[config.mk]
export PLATFORM = sky130hd
export DESIGN_NAME = ccp_unit
export DESIGN_NICKNAME = d
export VERILOG_FILES = /design/src/design/ccp_pkg.sv /design/src/design/ccp_reg_if.sv /design/src/design/ccp_unit.sv /design/src/design/ccp_ahb_port.sv
export SDC_FILE = /design/constraint.sdc
export NUM_CORES = 1
export LEC_CHECK = 0
export ABC_AREA = 1
export ABC_CLOCK_PERIOD_IN_PS = 1900
export BUFFER_PORTS_ARGS = -buffer_cell sky130_fd_sc_hd__clkbuf_2
export CORE_MARGIN = 5
export CORE_UTILIZATION = 25
export DETAILED_ROUTE_END_ITERATION = 12
export HOLD_SLACK_MARGIN = 0.1
export PLACE_DENSITY = 0.42
export SYNTH_ARGS = -nofsm -noshare
export SYNTH_HDL_FRONTEND = slang
export SYNTH_HIERARCHICAL = 1
export SYNTH_SLANG_ARGS = --single-unit
[constraint.sdc]
create_clock -name mclk -period 1.9 [get_ports mclk]
set_input_delay 0.285 -clock mclk [delete_from_list [all_inputs] [get_ports mclk]]
set_output_delay 0.285 -clock mclk [all_outputs]
set_load 0.02 [all_outputs]
[src/design/ccp_pkg.sv]
package ccp_pkg;

  // Register indices; byte address is four times the index
  localparam logic [7:0] IDX_VALUE_LOW = 8'h15;
  localparam logic [7:0] IDX_VALUE_HIGH = 8'h16;
  localparam logic [7:0] IDX_CONTROL = 8'h17;
  localparam logic [7:0] IDX_STATUS = 8'h18;
  localparam logic [7:0] IDX_IRQ_ENABLE = 8'h19;
  localparam logic [7:0] IDX_IRQ_CLEAR = 8'h1a;
  localparam logic [7:0] IDX_NONE = 8'hff;

  // Control register layout
  localparam int CTRL_WIDTH = 6;
  localparam int CTRL_MODE_LSB = 0;
  localparam int CTRL_MODE_MSB = 3;
  localparam int CTRL_LSB_ZERO_POS = 4;
  localparam int CTRL_LSB_ONE_POS = 5;
  localparam logic [5:0] CTRL_RESET = 6'h00;
  localparam logic [15:0] VALUE_RESET = 16'h0000;

  // Status, enable and clear share this layout
  localparam int NUM_EVENTS = 2;
  localparam int EV_UNIT = 0;
  localparam int EV_PERIOD = 1;
  localparam logic [1:0] EV_RESET = 2'h0;

  // Mode codes
  localparam logic [3:0] MODE_OFF = 4'h0;
  localparam logic [3:0] MODE_CMP_SET = 4'h8;
  localparam logic [3:0] MODE_CMP_CLR = 4'h9;
  localparam logic [3:0] MODE_CMP_IRQ = 4'ha;
  localparam logic [3:0] MODE_CMP_SPECIAL = 4'hb;

  typedef enum logic [3:0] {
    ST_OFF = 4'b0001,
    ST_CAPTURE = 4'b0010,
    ST_COMPARE = 4'b0100,
    ST_PWM = 4'b1000
  } unit_state_t;

endpackage

[src/design/ccp_reg_if.sv]
`timescale 1ns/1ps
interface ccp_reg_if;
  logic wr;
  logic [7:0] idx;
  logic [7:0] wdata;
  logic rd;
  logic [7:0] rd_idx;
  logic [7:0] rdata;
  modport bus_side(output wr, idx, wdata, rd, rd_idx, input rdata);
  modport core_side(input wr, idx, wdata, rd, rd_idx, output rdata);
endinterface

[src/design/ccp_unit.sv]
// Added by the designer: register access over AHB-Lite.
`timescale 1ns/1ps
module ccp_unit (
  input wire logic mclk, // Core clock, 10 MHz
  input wire logic rstn, // Async reset, active low
  input wire logic hsel, // AHB slave select
  input wire logic [31:0] haddr, // AHB byte address
  input wire logic [1:0] htrans, // AHB transfer type
  input wire logic hwrite, // AHB write
  input wire logic [2:0] hsize, // AHB size
  input wire logic [31:0] hwdata, // AHB write data
  input wire logic hready, // AHB ready in
  output logic hreadyout, // AHB ready out
  output logic [31:0] hrdata, // AHB read data
  output logic hresp, // AHB response
  input wire logic [15:0] timebase_one_counter, // Timebase one count
  output logic timebase_one_reset, // Pulse: clear timebase one
  input wire logic adc_enabled, // Converter is switched on
  output logic adc_start, // Pulse: start a conversion
  input wire logic [9:0] timebase_two_count, // PWM timebase count
  input wire logic timebase_two_period, // Pulse: PWM period end
  input wire logic pin_route_select, // Config bit 12: 1 = pin three
  input wire logic port_b_pin_two_in, // Pin two level
  output logic port_b_pin_two_out, // Pin two drive value
  output logic port_b_pin_two_oe, // Pin two driven
  input wire logic port_b_pin_three_in, // Pin three level
  output logic port_b_pin_three_out, // Pin three drive value
  output logic port_b_pin_three_oe, // Pin three driven
  output logic irq // Level interrupt
);

  typedef struct packed {
    ccp_pkg::unit_state_t state;
    logic [ccp_pkg::CTRL_WIDTH-1:0] ctrl;
    logic [15:0] value;
    logic [ccp_pkg::NUM_EVENTS-1:0] status;
    logic [ccp_pkg::NUM_EVENTS-1:0] irq_en;
    logic pin;
    logic pin_prev;
    logic match_prev;
    logic [9:0] duty;
    logic tmr_reset;
    logic adc_go;
  } core_t;

  core_t q, d;
  ccp_reg_if rif ();

  logic [3:0] mode;
  logic pin_in;
  logic match;
  logic hit;
  logic unit_ev;
  logic period_ev;
  logic capture_edge;
  logic drive;

  ccp_ahb_port u_port (
    .mclk(mclk),
    .rstn(rstn),
    .hsel(hsel),
    .haddr(haddr),
    .htrans(htrans),
    .hwrite(hwrite),
    .hsize(hsize),
    .hwdata(hwdata),
    .hready(hready),
    .hreadyout(hreadyout),
    .hrdata(hrdata),
    .hresp(hresp),
    .rif(rif)
  );

  always_comb begin
    mode = q.ctrl[ccp_pkg::CTRL_MODE_MSB:ccp_pkg::CTRL_MODE_LSB];
    pin_in = pin_route_select ? port_b_pin_three_in : port_b_pin_two_in;
    match = timebase_one_counter == q.value;
    hit = match & !q.match_prev;
    capture_edge = pin_in & !q.pin_prev;
    unit_ev = 1'b0;
    period_ev = 1'b0;
    d = q;
    d.tmr_reset = 1'b0;
    d.adc_go = 1'b0;
    d.pin_prev = pin_in;
    d.match_prev = match;

    // Register writes first, so hardware events below override them
    if (rif.wr) begin
      unique case (rif.idx)
        ccp_pkg::IDX_VALUE_LOW: d.value[7:0] = rif.wdata;
        ccp_pkg::IDX_VALUE_HIGH: d.value[15:8] = rif.wdata;
        ccp_pkg::IDX_CONTROL: d.ctrl = rif.wdata[5:0];
        ccp_pkg::IDX_IRQ_ENABLE: d.irq_en = rif.wdata[1:0];
        ccp_pkg::IDX_IRQ_CLEAR: d.status = q.status & ~rif.wdata[1:0];
        default: ;
      endcase
    end

    unique case (q.state)
      ccp_pkg::ST_OFF: begin
        d.pin = 1'b0;
        d.duty = '0;
      end
      ccp_pkg::ST_CAPTURE: begin
        // A capture beats a software write to the value in the same cycle
        if (capture_edge) begin
          d.value = timebase_one_counter;
          unit_ev = 1'b1;
        end
      end
      ccp_pkg::ST_COMPARE: begin
        // Edge of the match, so a stalled timebase flags only once
        if (hit) begin
          unit_ev = 1'b1;
          if (mode == ccp_pkg::MODE_CMP_SET) begin
            d.pin = 1'b1;
          end else if (mode == ccp_pkg::MODE_CMP_CLR) begin
            d.pin = 1'b0;
          end else if (mode == ccp_pkg::MODE_CMP_SPECIAL) begin
            d.tmr_reset = 1'b1;
            d.adc_go = adc_enabled;
          end
        end
      end
      ccp_pkg::ST_PWM: begin
        if (timebase_two_period) begin
          // Duty is latched once a period to avoid glitched pulses
          d.duty = {q.value[7:0], q.ctrl[ccp_pkg::CTRL_LSB_ONE_POS],
                    q.ctrl[ccp_pkg::CTRL_LSB_ZERO_POS]};
          d.pin = d.duty != 10'h000;
          period_ev = 1'b1;
        end else if (timebase_two_count >= q.duty) begin
          d.pin = 1'b0;
        end
      end
      default: d.pin = 1'b0;
    endcase

    // Set wins over a clear in the same cycle
    d.status[ccp_pkg::EV_UNIT] = d.status[ccp_pkg::EV_UNIT] | unit_ev;
    d.status[ccp_pkg::EV_PERIOD] = d.status[ccp_pkg::EV_PERIOD] | period_ev;

    if (mode == ccp_pkg::MODE_OFF) begin
      d.state = ccp_pkg::ST_OFF;
    end else if (mode[3:2] == 2'b11) begin
      d.state = ccp_pkg::ST_PWM;
    end else if (mode[3]) begin
      d.state = ccp_pkg::ST_COMPARE;
    end else if (mode[2]) begin
      d.state = ccp_pkg::ST_CAPTURE;
    end else begin
      // Codes 0001 to 0011 are unused; treat them as off
      d.state = ccp_pkg::ST_OFF;
    end
  end

  always_ff @(posedge mclk or negedge rstn) begin
    if (!rstn) begin
      q.state <= ccp_pkg::ST_OFF;
      q.ctrl <= ccp_pkg::CTRL_RESET;
      q.value <= ccp_pkg::VALUE_RESET;
      q.status <= ccp_pkg::EV_RESET;
      q.irq_en <= ccp_pkg::EV_RESET;
      q.pin <= 1'b0;
      q.pin_prev <= 1'b0;
      q.match_prev <= 1'b0;
      q.duty <= 10'h000;
      q.tmr_reset <= 1'b0;
      q.adc_go <= 1'b0;
    end else begin
      q <= d;
    end
  end

  // Read side; write-only clear register reads zero
  always_comb begin
    unique case (rif.rd_idx)
      ccp_pkg::IDX_VALUE_LOW: rif.rdata = q.value[7:0];
      ccp_pkg::IDX_VALUE_HIGH: rif.rdata = q.value[15:8];
      ccp_pkg::IDX_CONTROL: rif.rdata = {2'b00, q.ctrl};
      ccp_pkg::IDX_STATUS: rif.rdata = {6'h00, q.status};
      ccp_pkg::IDX_IRQ_ENABLE: rif.rdata = {6'h00, q.irq_en};
      default: rif.rdata = 8'h00;
    endcase
  end

  // Capture leaves the pin as input; compare and PWM drive it
  assign drive = (q.state == ccp_pkg::ST_COMPARE) |
                 (q.state == ccp_pkg::ST_PWM);
  assign port_b_pin_two_out = q.pin;
  assign port_b_pin_three_out = q.pin;
  assign port_b_pin_two_oe = drive & !pin_route_select;
  assign port_b_pin_three_oe = drive & pin_route_select;
  assign timebase_one_reset = q.tmr_reset;
  assign adc_start = q.adc_go;
  assign irq = |(q.status & q.irq_en);
endmodule

[src/design/ccp_ahb_port.sv]
`timescale 1ns/1ps
module ccp_ahb_port (
  input wire logic mclk, // Core clock
  input wire logic rstn, // Async reset, active low
  input wire logic hsel, // Slave select
  input wire logic [31:0] haddr, // Byte address
  input wire logic [1:0] htrans, // Transfer type
  input wire logic hwrite, // Write when high
  input wire logic [2:0] hsize, // Transfer size
  input wire logic [31:0] hwdata, // Write data
  input wire logic hready, // Bus ready
  output logic hreadyout, // Always ready
  output logic [31:0] hrdata, // Read data
  output logic hresp, // Always OKAY
  ccp_reg_if.bus_side rif // Register strobes
);

  typedef struct packed {
    logic wr_pend;
    logic [7:0] wr_idx;
    logic [7:0] rdata;
  } port_t;

  port_t q, d;
  logic accept;
  logic [7:0] idx;

  always_comb begin
    accept = hsel & htrans[1] & hready;
    idx = (haddr[31:10] == 22'h0) ? haddr[9:2] : ccp_pkg::IDX_NONE;
    d = q;
    d.wr_pend = accept & hwrite;
    d.wr_idx = idx;
    // Read data is caught at the address phase, so no wait state
    if (accept && !hwrite) begin
      d.rdata = rif.rdata;
    end
  end

  always_ff @(posedge mclk or negedge rstn) begin
    if (!rstn) begin
      q <= '0;
    end else begin
      q <= d;
    end
  end

  assign rif.wr = q.wr_pend;
  assign rif.idx = q.wr_idx;
  assign rif.wdata = hwdata[7:0];
  assign rif.rd = accept & !hwrite;
  assign rif.rd_idx = idx;
  assign hreadyout = 1'b1;
  assign hresp = 1'b0;
  assign hrdata = {24'h000000, q.rdata};
endmodule

==> results of run 1 <==
[critical path, delay by kind of cell]
family | cells | cell delay, ns
compound gates | 1 | 0.06
simple gates | 8 | 1.44
buf+inv | 2 | 0.26
[sequential cells by signal (all words and copies together) (netlist names)]
register              flops
mode                      4
adc_start                 1
u_port/hrdata             8
port_b_pin_three_out      1
u_port/rif.wr             1
timebase_one_reset        1
q                        38
u_port/rif.idx            8
[cell usage after synthesis, types with 3 or more instances]
cell,n
nor4_1,3
ha_1,10
nand3_1,20
nor3_1,6
nand2_1,115
mux2_2,4
o21ai_1,25
nor2_1,42
a21oi_1,17
inv_1,85
o22ai_1,4
o21ai_0,32
o221ai_1,4
buf_4,44
dfrtp_1,61
nand4_1,15
a21oi_2,4
[metal layers]
layer,wire [um],up-vias,track usage [%]
met1,5133,1576,16.34
li1,-,1794,-
met3,565,12,2.935
met4,123,0,2.912
met2,5074,101,19.75
met5,0,-,0
[worst max path at each step]
stage                                  end  slack [ns]
after CTS                 u_port/hrdata[5]        0.07
after detailed placement  u_port/hrdata[5]       -0.26
after floorplan           u_port/hrdata[1]        0.02
after global placement    u_port/hrdata[1]       -0.30
final                     u_port/hrdata[1]        0.12
after global routing      u_port/hrdata[0]        0.01
[cell usage in the layout, fill, tap and decap left out, types with 3 or more instances in the layout]
master and instances:
nand2_1 113, clkbuf_2 89, inv_1 85, dfrtp_1 61, nor2_1 42, o21ai_0 32
conb_1 26, o21ai_1 25, nand3_1 19, buf_4 19, a21oi_1 17, nand4_1 15
ha_1 10, clkbuf_16 9, nor3_1 5, nand2_2 4, o221ai_1 4, a21oi_2 4
o22ai_1 4, mux2_2 4, nor4_1 3, clkbuf_1 3, nor2_4 3
[cell type report]
cell class | count | share of cell area (%)
repair buffers | 110 | 12.87
clock inverters | 2 | 0.2084
flip-flops and latches | 62 | 32.33
clock buffers | 14 | 5.496
inverters | 87 | 6.903
multi-input cells | 346 | 36.70
well taps | 211 | 5.496
[power groups by stage]
stage                     Combinational, mW  Sequential [mW]  Clock, mW
after global routing                  0.876             1.56       1.65
after detailed placement              0.765             1.57          0
after global placement                0.748             1.56          0
after floorplan                       0.559             1.54          0
final                                 0.760             1.55       1.52
after CTS                             0.770             1.55       1.57
[through the flow]
step,power (mW),utilization [%]
4_1_cts,3.892,31.23
5_1_grt,4.085,31.36
2_1_floorplan,2.097,-
6_report,3.832,31.36
3_5_place_dp,2.332,29.38
3_3_place_gp,2.312,29.38
[what timing repair did]
| action | CTS | global route |
|---|---|---|
| endpoints found under the hold margin | 61 | 0 |
| endpoints found under the setup margin | 0 | 14 |
| gates resized for setup | 0 | 5 |
| hold buffers | 1 | 0 |
[kinds of logic (layout without fill, tap and decap cells)]
group                      count (synthesis)  count (layout)  share of synthesized area (%)
muxes                                      4               4                          1.149
xor gates and xnor gates                   1               1                         0.2235
adders and majority gates                 10              10                          3.192
AOI/OAI and AO/OA                         89              89                          12.42
buffers and inverters                    137             213                          18.23
and+or+nand+nor                          216             216                          24.99
other                                      2              26                         0.1916
DFF                                       62              62                          39.61
==> metrics.cfg, run 1 <==
[status]
status=finished clean

[worst_setup_path]
max_stage_delay_ns=0.33
cp_slowest_cell=or2_2
crit_path_end_kind=flip-flop
arrival_ns=2.04
cpMostUsedCell=nand2_1
r2r_setup_slack_ns=0.26
r2r_start=q[42]
reg2reg_to=q[4]
crit_start=haddr[11]
critical_path_class=in2reg
path_cells=clkbuf_2 -> or2_4 -> nor2_4 -> nand4_1 -> or2_2 -> nor4_1 -> buf_4 -> a21oi_1 -> nand3b_1 -> nand2_1 -> nand2_1
ff2ff_path_depth=8
cp-start-kind=primary input
cp.required_ns=2.16
crit_fanout=8

[min_path]
whs_endpoint=adc_start
hp-start=adc_enabled
holdCritPathClass=in2reg
holdPathStages=3

[synth]
async_flop_share_pct=100.0
yosysTopAreaCell=dfrtp_1
ys.warnings.count=6
synthTopCellsByArea=dfrtp_1, nand2_1, buf_4
syn-cell-area_um2=3920
syn_inst=521
avgSynthCellArea_um2=7.524
synthFlopType=dfrtp_1
synth_edf_count=0
ys_seq_area_share_pct=39.61
synth_top_area_share_pct=38.94
synth.distinct_cells=40
yosys_register_bits=62

[final_layout]
regArea_um2=1553
layout-drive-gt1-share_pct=23.99
final_cells=832
syn2layout_area_growth_pct=22.53
final_area_um2=4803
final_nets=731
fillers=1692
antenna_cells=0
multiInputGateArea_um2=1763

[timing]
finalCriticalPeriod_ns=1.780
fmax_ghz=0.5617
holdWs_ns=0.1672
setup_tns_ns=0
rsz0062_at_grt=false
period_share_pct=93.70
skew_ns=0.008779
drv_slew=0
setup_viol=0
timing_hold_violations_final=0
setup_slack_ns=0.1197

[grt]
antenna_found_initial=0
grt.overflow.total=0
grt_max_degree=63
grt_pass1_vias=3416
grt_usage_pct=12.15
grt_first_pass_wirelength_um=17530

[floorplan]
dieWidth_um=135.2
rows=45
initial_core_util_pct=25.60
dieHeight_um=135.2
coreArea_um2=15310
fp.dieArea_um2=18280
ios=146

[placement]
place_area_um2=4499
io_buffers=89
place.gp.congestion=0.7870
pre_cts_ws_ns=-0.2615
dp_cells=815
dp_hpwl_um=8610

[cts]
cts_setup_buffers=0
clk_latency_ns=0.33
htree_num_levels=3
numCtsBuffers=9
tritoncts=done
cts_root_buf=clkbuf_16
clock-sinks=62
clockBufferDepth=2
path_clk_slew_ns=0.05

[detailed_routing]
vias_per_cell=4.186
vias=3483
wl_per_cell_um=13.10
antenna_left=0
wirelength_um=10900
drc_errors=0
drt_iter0_markers=186
dr.pass1.iters=5

[pwr]
seq_power_share_pct=40.4
vdd_drop_max_mv=0.3914
p_comb_share_pct=19.8
intPower_mw=2.678
swShare_pct=30.11
clock_power_share_pct=39.8
power_switching_mw=1.154
p_per_area_nw_per_um2=797.7
power.leakage_nw=2.600

[run]
max-cap-violations=0

No activity file was read; power rests on OpenSTA's default activity.
==> run 2: changes to the inputs <==
--- a/config.mk
+++ b/config.mk
@@ -5,14 +5,13 @@
 export SDC_FILE = /design/constraint.sdc
 export NUM_CORES = 1
 export LEC_CHECK = 0
-export ABC_AREA = 1
 export ABC_CLOCK_PERIOD_IN_PS = 1900
 export BUFFER_PORTS_ARGS = -buffer_cell sky130_fd_sc_hd__clkbuf_2
 export CORE_MARGIN = 5
 export CORE_UTILIZATION = 25
 export DETAILED_ROUTE_END_ITERATION = 12
 export HOLD_SLACK_MARGIN = 0.1
-export PLACE_DENSITY = 0.42
+export PLACE_DENSITY = 0.43
 export SYNTH_ARGS = -nofsm -noshare
 export SYNTH_HDL_FRONTEND = slang
 export SYNTH_HIERARCHICAL = 1
==> metrics.cfg, run 2 <==
[status]
status=complete, but fails checks
violations=negative setup slack

[timing]
slew_headroom_pct=64.79
fmax_ghz=0.4598  ; -18%
timing_hold_violations_final=0  ; unchanged
rsz0062_at_grt=true
period_share_pct=114.5  ; +21 points
setup_slack_ns=-0.2747  ; -0.3943 ns
holdWs_ns=0.1664  ; -0.0008540 ns
drv_slew=0  ; unchanged
setup_viol=12  ; +12
finalCriticalPeriod_ns=2.175  ; +0.3943 ns
skew_ns=0.007189  ; -0.001590 ns
worstMarginPinSlew_ns=0.5282

[floorplan]
coreArea_um2=14420  ; -5.8%
initial_core_util_pct=25.34  ; -0.26 points
ios=146  ; unchanged
rows=44  ; -2.2%
dieWidth_um=130.9  ; -3.2%
fp.dieArea_um2=17140  ; -6.3%
dieHeight_um=130.9  ; -3.2%

[grt]
grt_usage_pct=11.95  ; -0.20 points
grt_max_degree=49  ; -22%
antenna_found_initial=0  ; unchanged
grt_pass1_vias=2987  ; -13%
grt_first_pass_wirelength_um=15650  ; -11%
grt.overflow.total=0  ; unchanged

[pwr]
power_switching_mw=0.8280  ; -28%
clock_power_share_pct=52.6  ; +13 points
vdd_drop_max_mv=0.4522  ; +16%
seq_power_share_pct=37.9  ; -2.5 points
power.leakage_nw=2.375  ; -8.7%
swShare_pct=22.97  ; -7.1 points
p_per_area_nw_per_um2=718.2  ; -10%
intPower_mw=2.777  ; +3.7%
p_comb_share_pct=9.5  ; -10 points
total_power_mw=3.605  ; -5.9%

[cts]
numCtsBuffers=9  ; unchanged
clk_latency_ns=0.34  ; about the same
path_clk_slew_ns=0.06  ; about the same
tritoncts=done
cts_root_buf=clkbuf_16
htree_num_levels=3  ; unchanged
clockBufferDepth=2  ; unchanged
clock-sinks=62  ; unchanged

[min_path]
holdCritPathClass=in2reg
hp-start=adc_enabled
holdPathStages=2  ; -1
whs_endpoint=adc_start

[run]
max-cap-violations=0  ; unchanged

[final_layout]
final_cell_mix=clkbuf_2, dfrtp_1, nand2_1
largest_reg_flops=38  ; unchanged
mostFrequentLayoutCell=clkbuf_2
largest_register=q
antenna_cells=0  ; unchanged
final_nets=615  ; -16%
syn2layout_area_growth_pct=37.32
fillers=1500  ; -11%
layout-drive-gt1-share_pct=38.22  ; +14 points
final_cells=689  ; -17%

[detailed_routing]
wirelength_um=9881  ; -9.3%
drt_iter0_markers=142  ; -24%
vias_per_cell=4.300  ; +2.7%
wl_per_cell_um=14.34  ; +9.5%
dr.pass1.iters=5  ; unchanged
vias=2963  ; -15%
drc_errors=0  ; unchanged
antenna_left=0  ; unchanged

[worst_setup_path]
r2r_start=q[23]
crit_path_end_kind=flip-flop
arrival_ns=2.40  ; +0.36 ns
r2r_setup_slack_ns=-0.13  ; -0.39 ns
cp.required_ns=2.12  ; -0.04 ns
crit_fanout=8  ; unchanged
cp_num_buf_inv=2  ; unchanged
max_stage_delay_ns=0.53  ; +0.20 ns
ff2ff_path_depth=7  ; -1
reg2reg_to=adc_start
path_cells=clkbuf_2 -> or4_4 -> nor4_4 -> buf_6 -> nand3_1 -> nor2b_2 -> a22o_1 -> a22oi_1 -> o22ai_1 -> mux2_2
cp-start-kind=primary input
crit_family=simple AND/OR/NAND/NOR gates
cp_slowest_cell=or4_4
critical_path_class=in2reg

[synth]
avgSynthCellArea_um2=9.746  ; +30%
syn-cell-area_um2=3655  ; -6.8%
ys.warnings.count=6  ; unchanged
syn_inst=375  ; -28%

[placement]
pre_cts_ws_ns=-0.7235  ; -0.4620 ns
place.gp.congestion=0.7734  ; -1.7%
io_buffers=89  ; unchanged
dp_cells=663  ; -19%
dp_hpwl_um=7819  ; -9.2%

## run 2: metal layers
layer  vias to the layer above  track usage (%)  part of all wire (%)
met3                        11            2.480                   6.0
met2                        99            17.92                    45
met5                         -                0                     0
met4                         0            3.872                   1.0
met1                      1372            17.19                    48
li1                       1481                -                     -
## run 2: layout make-up
class | count | area [um2] | area share [%]
clock inverters | 6 | 108.9 | 2.169
inverters | 15 | 56.30 | 1.122
repair buffers | 142 | 915.9 | 18.25
clock buffers | 10 | 229.0 | 4.562
well taps | 184 | 230.2 | 4.587
multi-input cells | 270 | 1926 | 38.37
flip-flops and latches | 62 | 1553 | 30.94
## run 2: worst register-to-register path, delay by kind of cell, from the launching register on
family | cells | cell delay [ns]
xor gates and xnor gates | 1 | 0.18
buffers and inverters | 1 | 0.16
DFF | 1 | 0.38
and+or+nand+nor | 5 | 1.25
## run 2: what timing repair did
item,CTS,global route
setup buffers,6,4
hold endpoints to repair,14,0
gates resized for setup,21,12
setup endpoints to repair,13,26
hold buffers,1,0
pin swaps,13,7
## run 2: power by group through the flow
| stage | sequential (mW) | clock [mW] | combinational [mW] |
|---|---|---|---|
| finish | 1.37 | 1.90 | 0.342 |
| floorplan | 1.39 | 0 | 0.187 |
| CTS | 1.37 | 1.93 | 0.348 |
| detailed placement | 1.39 | 0 | 0.341 |
| global placement | 1.39 | 0 | 0.337 |
| global route | 1.37 | 2.00 | 0.386 |
## run 2: worst max-delay path by stage
stage                     startpoint               end  slack, ns  depth (start not counted)
after detailed placement   haddr[31]  u_port/hrdata[6]      -0.72                         10
final                      haddr[16]  u_port/hrdata[0]      -0.27                         10
after global routing       haddr[16]  u_port/hrdata[7]      -0.39                         10
after global placement     haddr[31]  u_port/hrdata[7]      -0.66                         10
after floorplan            haddr[31]  u_port/hrdata[6]      -0.55                          9
after CTS                  haddr[16]  u_port/hrdata[5]      -0.28                         11
## run 2: metrics by stage
stage               utilization [%]  setup TNS [ns]  instance area [um2]
CTS                           34.37          -2.416                 4957
finish                        34.79          -2.068                 5019
detailed placement            31.03          -6.062                 4476
global route                  34.79          -3.527                 5019
global placement              31.03          -5.638                 4476
floorplan                         -          -4.337                 3776
